===== src/core/ssp_pkg.sv =====
// Package of register map, field layout and encodings for the serial port.
package ssp_pkg;
  // ----------------------------------------------------------------------
  // Register word offsets (byte addresses on the bus).
  // ----------------------------------------------------------------------
  localparam logic [3:0] ADDR_BUFFER = 4'h0;
  localparam logic [3:0] ADDR_CONTROL_ONE = 4'h4;
  localparam logic [3:0] ADDR_STATUS = 4'h8;
  localparam logic [3:0] ADDR_CONTROL_TWO = 4'hC;
  localparam logic [4:0] ADDR_SLAVE_ADDR = 5'h10;
  localparam logic [4:0] ADDR_POWER = 5'h14;
  // ----------------------------------------------------------------------
  // Field positions.
  // ----------------------------------------------------------------------
  localparam int CON1_WRITE_COLLISION = 7;
  localparam int CON1_OVF = 6;
  localparam int CON1_EN = 5;
  localparam int CON1_CKP = 4;
  localparam int STAT_SMP = 7;
  localparam int STAT_CKE = 6;
  localparam int STAT_BF = 0;
  localparam int PWR_SLEEP = 0;
  localparam int PWR_IRQ_FLAG = 1;
  localparam int PWR_IRQ_EN = 2;
  localparam logic [7:0] ZERO_BYTE = 8'h00;
  localparam logic [7:0] STAT_RW_MASK = 8'hC0;
  localparam logic [6:0] BAUD_MASK = 7'h7F;
  localparam logic [3:0] MODE_SPI_MASTER = 4'h0;
  localparam logic [3:0] MODE_SPI_SLAVE = 4'h4;
  localparam logic [3:0] MODE_I2C_SLAVE = 4'h6;
  localparam logic [2:0] BIT_LAST = 3'h7;
  localparam logic [2:0] BIT_ZERO = 3'h0;
  localparam logic [1:0] DIV_ONE = 2'h1;
  localparam logic [1:0] DIV_ZERO = 2'h0;
endpackage : ssp_pkg


===== src/core/ssp_core.sv =====
// Serial port core: registers, SPI engine and I2C register set.
//
// Added by the designer: register access over Wishbone and the register offsets.
`timescale 1ns/1ps
`default_nettype none
module ssp_core (
  input wire logic clk,           // 40 MHz system clock.
  input wire logic sys_rst,       // Synchronous active-high reset.
  input wire logic wb_cyc_i,      // Wishbone cycle.
  input wire logic wb_stb_i,      // Wishbone strobe.
  input wire logic wb_we_i,       // Wishbone write enable.
  input wire logic [4:0] wb_adr_i, // Wishbone byte address.
  input wire logic [3:0] wb_sel_i, // Wishbone byte selects.
  input wire logic [31:0] wb_dat_i, // Wishbone write data.
  output logic [31:0] wb_dat_o,   // Wishbone read data.
  output logic wb_ack_o,          // Wishbone acknowledge.
  output logic wb_err_o,          // Wishbone error for unmapped address.
  input wire logic sck_i,         // Serial clock in (slave mode).
  output logic sck_o,             // Serial clock out (master mode).
  output logic sck_oe,            // Serial clock drive enable.
  input wire logic sdi_i,         // Serial data in.
  output logic sdo_o,             // Serial data out.
  input wire logic ss_n_i,        // Slave select, active low.
  output logic wake_o             // Wake request to the processor.
);
  // ----------------------------------------------------------------------
  // State.
  // ----------------------------------------------------------------------
  typedef enum logic [2:0] {
    SSP_IDLE = 3'b001,
    SSP_RUN = 3'b010,
    SSP_DONE = 3'b100
  } ssp_state_t;

  typedef struct packed {
    ssp_state_t st;
    logic [7:0] buf_q;
    logic [7:0] con1;
    logic [7:0] con2;
    logic [1:0] stat_hi;
    logic bf;
    logic [7:0] addr;
    logic sleep;
    logic irq_flag;
    logic irq_en;
    logic sck;
    logic sck_prev;
    logic [1:0] div;
    logic sdo;
    logic [31:0] rdat;
    logic ack;
    logic err;
    logic wake;
  } ssp_regs_t;

  ssp_regs_t r_reg;
  ssp_regs_t r_next;
  logic [7:0] shift_data;
  logic shift_done;
  logic shift_edge;
  logic sample_edge;
  logic load;
  logic clr;
  logic req;
  logic wr;
  logic rd;
  logic busy;
  logic master;
  logic slave;
  logic en;
  logic sck_view;

  // Byte lane zero write enable; registers are eight bits wide.
  function automatic logic lane0(input logic [3:0] sel);
    lane0 = sel[0];
  endfunction : lane0

  // ----------------------------------------------------------------------
  // Mode decode and edge selection.
  // ----------------------------------------------------------------------
  // Master drives its own clock; slave follows the external clock pin.
  assign en = r_reg.con1[ssp_pkg::CON1_EN];
  assign master = en && (r_reg.con1[3:0] == ssp_pkg::MODE_SPI_MASTER);
  assign slave = en && (r_reg.con1[3:0] == ssp_pkg::MODE_SPI_SLAVE);
  assign busy = (r_reg.st == SSP_RUN);
  assign sck_view = master ? r_reg.sck : sck_i;
  assign req = wb_cyc_i && wb_stb_i && !r_reg.ack && !r_reg.err;
  assign wr = req && wb_we_i && lane0(wb_sel_i);
  assign rd = req && !wb_we_i;

  // Edge choice by polarity and edge bit.
  ssp_edge u_edge (
    .sck_now(sck_view),
    .sck_prev(r_reg.sck_prev),
    .pol(r_reg.con1[ssp_pkg::CON1_CKP]),
    .cke(r_reg.stat_hi[0]),
    .shift_edge(shift_edge),
    .sample_edge(sample_edge)
  );

  // Write outside a transfer, with the port enabled, loads buffer and shifter together.
  assign load = wr && (wb_adr_i[3:0] == ssp_pkg::ADDR_BUFFER)
    && (wb_adr_i[4] == 1'b0) && !busy && en;
  // Reset, disable or deselected slave aborts the transfer.
  assign clr = sys_rst || !en || (slave && ss_n_i);

  // Slave edges come from the pin even while asleep.
  ssp_shift u_shift (
    .clk(clk),
    .clr(clr),
    .load(load),
    .load_val(wb_dat_i[7:0]),
    .sample(sample_edge && (slave || (master && !r_reg.sleep))),
    .sdi(sdi_i),
    .data(shift_data),
    .done(shift_done)
  );

  // ----------------------------------------------------------------------
  // Next-state logic.
  // ----------------------------------------------------------------------
  always_comb
  begin
    r_next = r_reg;
    r_next.ack = 1'b0;
    r_next.err = 1'b0;
    // A master edge that lands as sleep begins stays pending until wake.
    if (!(master && r_reg.sleep))
    begin
      r_next.sck_prev = sck_view;
    end
    // Bus answer one cycle after the request; unmapped gets err.
    if (req)
    begin
      r_next.rdat = 32'h0000_0000;
      if (wb_adr_i == {1'b0, ssp_pkg::ADDR_BUFFER})
      begin
        r_next.rdat[7:0] = r_reg.buf_q;
        r_next.ack = 1'b1;
        if (rd)
        begin
          r_next.bf = 1'b0;
        end
        if (wr && busy)
        begin
          r_next.con1[ssp_pkg::CON1_WRITE_COLLISION] = 1'b1;
        end
        else if (load)
        begin
          r_next.buf_q = wb_dat_i[7:0];
        end
      end
      else if (wb_adr_i == {1'b0, ssp_pkg::ADDR_CONTROL_ONE})
      begin
        r_next.rdat[7:0] = r_reg.con1;
        r_next.ack = 1'b1;
        if (wr)
        begin
          r_next.con1 = wb_dat_i[7:0];
        end
      end
      else if (wb_adr_i == {1'b0, ssp_pkg::ADDR_STATUS})
      begin
        r_next.rdat[7:0] = {r_reg.stat_hi, 5'h00, r_reg.bf};
        r_next.ack = 1'b1;
        if (wr)
        begin
          r_next.stat_hi = wb_dat_i[7:6];
        end
      end
      else if (wb_adr_i == {1'b0, ssp_pkg::ADDR_CONTROL_TWO})
      begin
        r_next.rdat[7:0] = r_reg.con2;
        r_next.ack = 1'b1;
        if (wr)
        begin
          r_next.con2 = wb_dat_i[7:0];
        end
      end
      else if (wb_adr_i == ssp_pkg::ADDR_SLAVE_ADDR)
      begin
        r_next.rdat[7:0] = r_reg.addr;
        r_next.ack = 1'b1;
        if (wr)
        begin
          r_next.addr = wb_dat_i[7:0];
        end
      end
      else if (wb_adr_i == ssp_pkg::ADDR_POWER)
      begin
        r_next.rdat[2:0] = {r_reg.irq_en, r_reg.irq_flag, r_reg.sleep};
        r_next.ack = 1'b1;
        if (wr)
        begin
          r_next.sleep = wb_dat_i[ssp_pkg::PWR_SLEEP];
          r_next.irq_en = wb_dat_i[ssp_pkg::PWR_IRQ_EN];
          if (!wb_dat_i[ssp_pkg::PWR_IRQ_FLAG])
          begin
            r_next.irq_flag = 1'b0;
          end
        end
      end
      else
      begin
        r_next.err = 1'b1;
      end
    end
    // Master clock toggles every other cycle; sleep freezes it.
    // No toggle once the eighth bit is in, so no stray edge trails a byte.
    if (master && busy && !r_reg.sleep && !shift_done)
    begin
      r_next.div = r_reg.div + ssp_pkg::DIV_ONE;
      if (r_reg.div == ssp_pkg::DIV_ONE)
      begin
        r_next.div = ssp_pkg::DIV_ZERO;
        r_next.sck = !r_reg.sck;
      end
    end
    else if (!busy)
    begin
      r_next.sck = r_reg.con1[ssp_pkg::CON1_CKP];
      r_next.div = ssp_pkg::DIV_ZERO;
    end
    // Present the next data bit on the launch edge.
    if (shift_edge || load)
    begin
      r_next.sdo = load ? wb_dat_i[7] : shift_data[7];
    end
    case (r_reg.st)
      SSP_IDLE:
      begin
        if (load || (slave && sample_edge))
        begin
          r_next.st = SSP_RUN;
        end
      end
      SSP_RUN:
      begin
        if (shift_done)
        begin
          r_next.st = SSP_DONE;
        end
      end
      SSP_DONE:
      begin
        // Completed byte moves to the buffer if it is empty; over an unread byte it is dropped and OVF is set.
        if (r_reg.bf)
        begin
          r_next.con1[ssp_pkg::CON1_OVF] = 1'b1;
        end
        else
        begin
          r_next.buf_q = shift_data;
        end
        r_next.bf = 1'b1;
        r_next.irq_flag = 1'b1;
        r_next.sck = r_reg.con1[ssp_pkg::CON1_CKP];
        r_next.st = SSP_IDLE;
      end
      default:
      begin
        r_next.st = SSP_IDLE;
      end
    endcase
    if (clr)
    begin
      r_next.st = SSP_IDLE;
    end
    // Wake only while the flag is enabled.
    r_next.wake = r_next.irq_flag && r_next.irq_en;
  end

  // ----------------------------------------------------------------------
  // State register.
  // ----------------------------------------------------------------------
  // Reset zeroes every control and status field.
  always_ff @(posedge clk)
  begin
    if (sys_rst)
    begin
      r_reg <= '0;
      r_reg.st <= SSP_IDLE;
    end
    else
    begin
      r_reg <= r_next;
    end
  end

  assign wb_dat_o = r_reg.rdat;
  assign wb_ack_o = r_reg.ack;
  assign wb_err_o = r_reg.err;
  assign sck_o = r_reg.sck;
  assign sck_oe = r_reg.con1[ssp_pkg::CON1_EN] && !r_reg.con1[2];
  assign sdo_o = r_reg.sdo;
  assign wake_o = r_reg.wake;

  // ----------------------------------------------------------------------
  // Assertions.
  // ----------------------------------------------------------------------
  a_collision_set: assert property (@(posedge clk) disable iff (sys_rst)
    (wr && busy && wb_adr_i == 5'h00) |=> r_reg.con1[7])
    else $error("collision bit not set");
  a_buffer_clear: assert property (@(posedge clk) disable iff (sys_rst)
    (rd && wb_adr_i == 5'h00 && r_reg.st != SSP_DONE) |=> !r_reg.bf)
    else $error("buffer full not cleared by read");
  a_done_flag: assert property (@(posedge clk) disable iff (sys_rst)
    (r_reg.st == SSP_DONE && !clr) |=> (r_reg.bf && r_reg.irq_flag))
    else $error("byte completion did not set flag");
  a_flag_sticks: assert property (@(posedge clk) disable iff (sys_rst)
    (r_reg.irq_flag && !(wr && wb_adr_i == 5'h14)) |=> r_reg.irq_flag)
    else $error("flag dropped without software clear");
  a_wake_gated: assert property (@(posedge clk) disable iff (sys_rst)
    wake_o |-> $past(r_next.irq_en))
    else $error("wake without enable");
  a_sleep_freeze: assert property (@(posedge clk) disable iff (sys_rst)
    (master && r_reg.sleep && $past(r_reg.sleep)) |=> $stable(r_reg.sck))
    else $error("master clock moved in sleep");
  a_status_low_ro: assert property (@(posedge clk) disable iff (sys_rst)
    (wr && wb_adr_i == 5'h08 && r_reg.st == SSP_IDLE && !rd)
      |=> (r_reg.bf == $past(r_reg.bf)))
    else $error("read-only status bit written");
  a_idle_polarity: assert property (@(posedge clk) disable iff (sys_rst)
    (!busy && r_reg.st == SSP_IDLE) ##1 (r_reg.st == SSP_IDLE)
      |-> (r_reg.sck == $past(r_reg.con1[4])))
    else $error("idle clock level wrong");
  a_reset_clear: assert property (@(posedge clk)
    sys_rst |=> (r_reg.con1 == 8'h00 && r_reg.st == SSP_IDLE))
    else $error("reset did not clear control");
  c_master_byte: cover property (@(posedge clk) master ##1 r_reg.st == SSP_DONE);
  c_slave_byte: cover property (@(posedge clk) slave ##1 r_reg.st == SSP_DONE);
  c_collision: cover property (@(posedge clk) wr && busy);
  c_overflow: cover property (@(posedge clk) $rose(r_reg.con1[6]));
endmodule : ssp_core
`default_nettype wire


===== src/core/ssp_edge.sv =====
// Clock-edge selector that maps polarity and edge bits onto SPI edges.
`timescale 1ns/1ps
`default_nettype none
module ssp_edge (
  input wire logic sck_now,    // Present serial clock level.
  input wire logic sck_prev,   // Level one cycle earlier.
  input wire logic pol,        // Clock polarity (idle level).
  input wire logic cke,        // Edge select bit.
  output logic shift_edge,     // Edge that launches new data.
  output logic sample_edge     // Edge that latches data in.
);
  logic to_active;
  logic to_idle;
  // Active means away from the idle level; cke=1 shifts on active-to-idle.
  assign to_active = (sck_now != pol) && (sck_prev == pol);
  assign to_idle = (sck_now == pol) && (sck_prev != pol);
  assign shift_edge = cke ? to_idle : to_active;
  assign sample_edge = cke ? to_active : to_idle;
endmodule : ssp_edge
`default_nettype wire


===== src/core/ssp_shift.sv =====
// Eight-bit shift register with bit counter used by master and slave.
`timescale 1ns/1ps
`default_nettype none
module ssp_shift (
  input wire logic clk,            // System clock.
  input wire logic clr,            // Abort and clear the bit counter.
  input wire logic load,           // Parallel load from buffer write.
  input wire logic [7:0] load_val, // Value loaded.
  input wire logic sample,         // Sample data input.
  input wire logic sdi,            // Serial data in.
  output logic [7:0] data,         // Shift register contents.
  output logic done                // Pulse when eighth bit is sampled.
);
  logic [2:0] cnt;
  // Counter wraps at eight bits; clr forces it back to zero.
  always_ff @(posedge clk)
  begin
    done <= 1'b0;
    if (clr)
    begin
      cnt <= ssp_pkg::BIT_ZERO;
    end
    else if (load)
    begin
      data <= load_val;
      cnt <= ssp_pkg::BIT_ZERO;
    end
    else if (sample)
    begin
      data <= {data[6:0], sdi};
      cnt <= cnt + 3'h1;
      done <= (cnt == ssp_pkg::BIT_LAST);
    end
  end
endmodule : ssp_shift
`default_nettype wire


===== config.mk =====
export PLATFORM = sky130hd
export DESIGN_NAME = ssp_core
export DESIGN_NICKNAME = d
export VERILOG_FILES = /design/src/core/ssp_pkg.sv /design/src/core/ssp_core.sv /design/src/core/ssp_edge.sv /design/src/core/ssp_shift.sv
export SDC_FILE = /design/constraint.sdc
export NUM_CORES = 1
export LEC_CHECK = 0
export BUFFER_PORTS_ARGS = -buffer_cell sky130_fd_sc_hd__buf_2
export CAP_MARGIN = 25
export CORE_UTILIZATION = 30
export CTS_BUF_LIST = sky130_fd_sc_hd__clkbuf_16
export DETAILED_ROUTE_END_ITERATION = 10
export PLACE_DENSITY_LB_ADDON = 0.1
export SLEW_MARGIN = 25
export SYNTH_ARGS = -nofsm -noshare
export SYNTH_HDL_FRONTEND = slang
export SYNTH_HIERARCHICAL = 1
export SYNTH_SLANG_ARGS = --single-unit

===== constraint.sdc =====
create_clock -name clk -period 3.43 [get_ports clk]
set_input_delay 0.8575 -clock clk [delete_from_list [all_inputs] [get_ports clk]]
set_output_delay 0.8575 -clock clk [all_outputs]
set_load 0.005 [all_outputs]

### Word-level counts from Yosys, hierarchy flattened

Cells that the tools add are included.

| operators by class | value |
|---|---|
| add/subtract/negate cells | 2 |
| equality and inequality tests | 21 |
| muxes and demuxes | 57 |
| bitwise gates (word level) | 9 |
| reductions and logical operators | 63 |

Operator list:

| operator | number |
|---|---|
| $mux W8 | 14 |
| $mux W11 | 4 |
| $mux W38 | 1 |
| $mux W9 | 4 |
| $logic_and A1 B1 Y1 | 25 |
| $mux W1 | 18 |
| $mux W17 | 1 |
| $mux W3 | 5 |
| $reduce_bool A2 Y1 | 6 |
| $eq A5 B4 Y1 const B | 2 |
| $eq A5 B5 Y1 const B | 2 |
| $mux W10 | 1 |
| $mux W2 | 5 |
| $logic_not A1 Y1 | 9 |
| $not A1 Y1 | 9 |
| $logic_not A4 Y1 | 2 |
| $mux W4 | 2 |
| $reduce_and A4 Y1 | 2 |
| $reduce_and A8 Y1 | 1 |
| $reduce_and A7 Y1 | 1 |
| $reduce_or A7 Y1 | 1 |
| $eq A3 B3 Y1 const B | 2 |
| $ne A2 B1 Y1 const B | 3 |
| $ne A3 B1 Y1 const B | 2 |
| 20 further kinds | 30 |

| storage, ports and cells | value |
|---|---|
| register bits after elaboration | 69 |
| input port bits | 49 |
| output and inout bits | 38 |
| logic and storage cells | 175 |

### Depth between registers and ports, before layout

| logic depth | value |
|---|---|
| word-level depth | 15 |
| gate-level depth with buffers | 11 |
| depth with buffers taken out | 10 |

### By module

Netlist, hierarchy kept.

Modules (own cells, without submodules):

| module | instances | cells an instance | area an instance (µm²) | sequential area each (µm²) |
|---|---|---|---|---|
| ssp_core | 1 | 326 | 2,909.0 | 1,141.1 |
| ssp_shift | 1 | 34 | 530.5 | 320.3 |
| ssp_edge | 1 | 5 | 41.3 | 0.0 |

### Worst setup path before layout

Ideal clock, no wire load.

| path | value |
|---|---|
| path kind | input port to flip-flop |
| from | input port wb_adr_i[1] |
| to | register u_shift.data[0] (enable) |
| library setup time | 0.370 ns |
| arrival time | 2.501 ns |
| data required time | 3.060 ns |
| path slack | 0.559 ns |
| cell stages on the path | 6 |
| path buffers | 2 |
| cell sequence | or4_4 > nor4_4 > buf_6 > buf_6 > nor2_1 > nor2_1 |

| on the way | value |
|---|---|
| cells in the longest elaborated chain, start to end | 7 |

RTL lines:

| what | line | source |
|---|---|---|
| start, declared | ssp_core.sv:12 | `input wire logic [4:0] wb_adr_i,` |
| $logic_not A4 Y1 | ssp_core.sv:102 | `assign load = wr && (wb_adr_i[3:0] == ssp_pkg::ADDR_BUFFER)` |
| $logic_and A1 B1 Y1 | ssp_core.sv:102 |  |
| $logic_and A1 B1 Y1 (3 in a row) | ssp_core.sv:103 | `&& (wb_adr_i[4] == 1'b0) && !busy && en;` |
| net load | ssp_core.sv:62 | `logic load;` |
| $reduce_bool A2 Y1 (no line) | -- |  |
| $reduce_and A2 Y1 (no line) | -- |  |
| end signal, assigned | ssp_shift.sv:25 | `data <= load_val;` |
| end signal, assigned | ssp_shift.sv:30 | `data <= {data[6:0], sdi};` |
| end, declared | ssp_shift.sv:11 | `output logic [7:0] data,` |

The timed path passes the listed nets, and every way through them passes these cells.
A chain may end at the register's enable or synchronous reset.

### Final worst setup path

| path | value |
|---|---|
| from | register r_reg (netlist bit en) |
| to | register u_shift.data[6] (enable) |

| on the way | value |
|---|---|
| cells in the longest elaborated chain, start to end | 8 |
| elaborated cells on any way between the ends | 19 |
| those cells by class | eq/ne (2); mux (2); bitwise (1); reduce/logical (14) |

RTL lines:

| what | line | source |
|---|---|---|
| start, declared | ssp_core.sv:56 | `ssp_regs_t r_reg;` |
| start signal, assigned | ssp_core.sv:286 | `r_reg <= r_next;` |
| $logic_and A1 B1 Y1 (*) | ssp_core.sv:83 | `assign master = en && (r_reg.con1[3:0] == ssp_pkg::MODE_SPI_MASTER);` |
| $mux W1 (*) | ssp_core.sv:86 | `assign sck_view = master ? r_reg.sck : sck_i;` |
| net sck_view | ssp_core.sv:71 | `logic sck_view;` |
| $eq A1 B1 Y1 / $ne A1 B1 Y1 (equally long branches) | ssp_edge.sv:16, ssp_edge.sv:15 |  |
| $logic_and A1 B1 Y1, on equally long branches | ssp_edge.sv:16, ssp_edge.sv:15 |  |
| $mux W1 (*) | ssp_edge.sv:18 | `assign sample_edge = cke ? to_active : to_idle;` |
| net sample_edge | ssp_core.sv:61 | `logic sample_edge;` |
| $logic_and A1 B1 Y1 (*) | ssp_core.sv:113 | `.sample(sample_edge && (slave \|\| (master && !r_reg.sleep))),` |
| $reduce_bool A2 Y1 (no line) (*) | -- |  |
| $reduce_and A2 Y1 (no line) (*) | -- |  |

The timed path passes the listed nets; every way through them passes the cells marked *.

==> results.py <==
metrics = {
    "routing": {
        "drc": 0,
        "drtIter0Drc": 100,
        "detail-route-antenna-nets": 0,
        "vias_per_cell": 4.85,
        "vias": 2618,
        "detail_route.wl_per_cell_um": 16.1,
        "wirelength_um": 8720,
        "dr.pass1.iters": 5,
    },
    "timing": {
        "fin_crit_sh": 0.804,
        "fin_skew_ns": 0.00636,
        "finalHoldViolCount": 0,
        "rsz0062_at_grt": "false",
        "slew_headroom": 0.519,
        "fmax_mhz": 363,
        "setup_viol_count_final": 0,
        "finalSetupTns_ns": 0,
        "fin_hold_ws_ns": 0.452,
        "slew_violations": 0,
        "fin_crit_ns": 2.76,
        "tightest_slew_ns": 0.720,
    },
    "synth": {
        "yosys-top-cells-area": "dfxtp_1 35%, mux2i_1 12%, buf_4 6.9%",
        "syn_area_per_cell_sq_um": 9.54,
        "synth_seq_area_share": 0.420,
        "ys.flop_type": "dfxtp_1",
        "ys_types": 54,
        "synth.most_common_cell": "dfxtp_1",
        "yosysTopAreaCell": "dfxtp_1",
        "ys_ff_latch": 69,
        "synth_warnings": 6,
        "async_flop_share": 0,
        "synth_cells": 365,
        "synthTopCellsByCount": "61 x dfxtp_1, 46 x nor2_1, 42 x mux2i_1, 32 x buf_4, 15 x clkbuf_1",
        "syn_area_sq_um": 3480,
        "synth_edf_count": 8,
        "yosysTopAreaCellShare": 0.351,
    },
    "finish": {
        "layout-drive-gt1-share": 0.185,
        "final_util": 0.356,
        "fillers": 1170,
        "final_nets": 446,
        "largest_reg_flops": 43,
        "num_antenna_cells": 0,
        "syn2layout_area_growth_pct": 13.4,
        "finalInstanceArea_sq_um": 3950,
    },
    "min_path": {
        "min_path_cells": 2,
        "hold_start": "wb_dat_o[4]",
        "whs_endpoint": "wb_dat_o[4]",
        "hold_class": "flop to flop",
    },
    "placement": {
        "io_buffers": 35,
        "gp_congestion": 0.738,
        "placed_cell_area_sq_um": 3690,
        "place_hpwl_um": 6130,
    },
    "global_routing": {
        "grt_usage": 0.157,
        "grt_pass1_wl_um": 13700,
        "globalRouteOverflowTotal": 0,
        "antenna_found_initial": 0,
        "grt_pass1_vias": 2471,
        "grt_max_degree": 51,
    },
    "worst_setup_path": {
        "crit_arrival_ns": 2.79,
        "cpMostUsedCell": "nor2_1",
        "worstReg2RegStart": "en",
        "start_kind": "flop",
        "slowest_stage": "dfxtp_1",
        "cp_cell_sequence": "inv_1 -> nor2_1 -> nand2_1 -> mux2_2 -> nand2b_1 -> mux2i_1 -> and4_1 -> a41o_1 -> nor2_1 -> nor2_1 -> buf_4",
        "worstReg2RegEnd": "u_shift/data[6]",
        "crit_path_end_kind": "flop",
        "r2r_cells": 11,
        "required_ns": 3.47,
        "cp_max_fo": 8,
        "cpPeakStageDelay_ns": 0.45,
        "cp-startpoint": "en",
        "path_class": "flop to flop",
        "reg2reg_slack_ns": 0.67,
    },
    "clocking": {
        "tritoncts": "done",
        "root_buffer": "clkbuf_16",
        "cts_made_buffers": 9,
        "cts_setup_buffers": 0,
        "cts_sinks": 69,
        "cts_buffer_depth": 2,
        "ctsHoldBuffers": 0,
        "post_cts_resized": 0,
        "cts.htree.levels": 3,
        "clk_pin_slew_ns": 0.06,
        "insertion_delay_ns": 0.33,
    },
    "power": {
        "leakage_nw": 1.66,
        "sw_frac_of_total": 0.232,
        "p_switching_mw": 0.400,
        "p_comb_frac": 0.058,
        "p_int_mw": 1.32,
        "power_frac_clock": 0.467,
        "vdd_ir_drop_max_mv": 0.220,
        "power_density_nw_per_um2": 436,
        "seqPwrFrac": 0.476,
        "p_total_mw": 1.72,
    },
    "floorplan": {
        "die_w_um": 110,
        "core_sq_um": 11100,
        "die_h_um": 110,
        "die_area_sq_um": 12000,
        "initial_utilization": 0.314,
        "rows": 38,
        "ioPinCount": 87,
    },
    "flow_run": {
        "maxCapViolations": 0,
    },
    "run_status": {
        "run_status": "complete, no violations",
    },
}
routing by layer:
metal	GRT usage	up-vias	wire length (um)
met1	0.221	1215	4440
met5	0	-	0
met3	0.0290	12	501
met2	0.231	79	3640
met4	0.0695	0	130
li1	-	1312	-
power groups by stage:
stage,clock (mW),combinational [mW],sequential [mW]
detailed placement,0,0.0995,0.837
floorplan,0,0.0770,0.836
global placement,0,0.100,0.837
global route,0.870,0.111,0.819
CTS,0.827,0.0996,0.819
finish,0.804,0.0991,0.819
layout by cell type (no fill, tap or decap), drive strengths merged, types with 4 or more instances in the layout:
cell type,instances
edfxtp,8
a22oi,5
o22ai,4
conb,24
clkbuf,9
nand2,14
nand3,4
mux2,10
nand4,4
nor2,46
a21oi,9
dfxtp,61
o21ai,9
nor3,11
nor2b,8
buf,48
inv,11
mux2i,42
a211oi,14
nand2b,7
or4,4
nor3b,5
cells by family after synthesis:
group / synth area share
AND/OR/NAND/NOR: 0.186
flip-flops: 0.420
buffers and inverters: 0.103
AO/OA/AOI/OAI: 0.114
multiplexers: 0.159
XOR/XNOR: 0.0101
adder cells (fa/ha/maj): 0.00719
other: 0.00108
through the flow:
| stage | worst slack (ns) | std cells |
|---|---|---|
| final | 0.674 | 540 |
| after global routing | 0.416 | 540 |
| after CTS | 0.616 | 540 |
| after detailed placement | 0.591 | 524 |
| after global placement | 0.573 | 524 |
| after floorplan | 0.559 | 388 |
worst max-delay path by stage:
stage                      end  slack [ns]
2_1_floorplan  u_shift/data[0]        0.56
3_3_place_gp   u_shift/data[7]        0.57
3_5_place_dp   u_shift/data[7]        0.59
4_1_cts        u_shift/data[6]        0.62
5_1_grt        u_shift/data[6]        0.42
6_report       u_shift/data[6]        0.67
final cells by class:
cell class              count  area (sq um)  area share
well taps                 140           175      0.0444
clock inverters             7          27.5     0.00697
multi-input cells         260          1750       0.442
clock buffers               9           225      0.0571
inverters                   7          26.3     0.00666
flip-flops and latches     69          1460       0.370
repair buffers             48           285      0.0723
worst max-delay path: cells and delay by family, from the launching register on:
kind	cells	cell delay [ns]
compound gates	1	0.26
buf+inv	2	0.32
flops	1	0.45
mux	2	0.45
simple gates	6	0.98
Note: power is estimated with default switching activity, not from simulation.
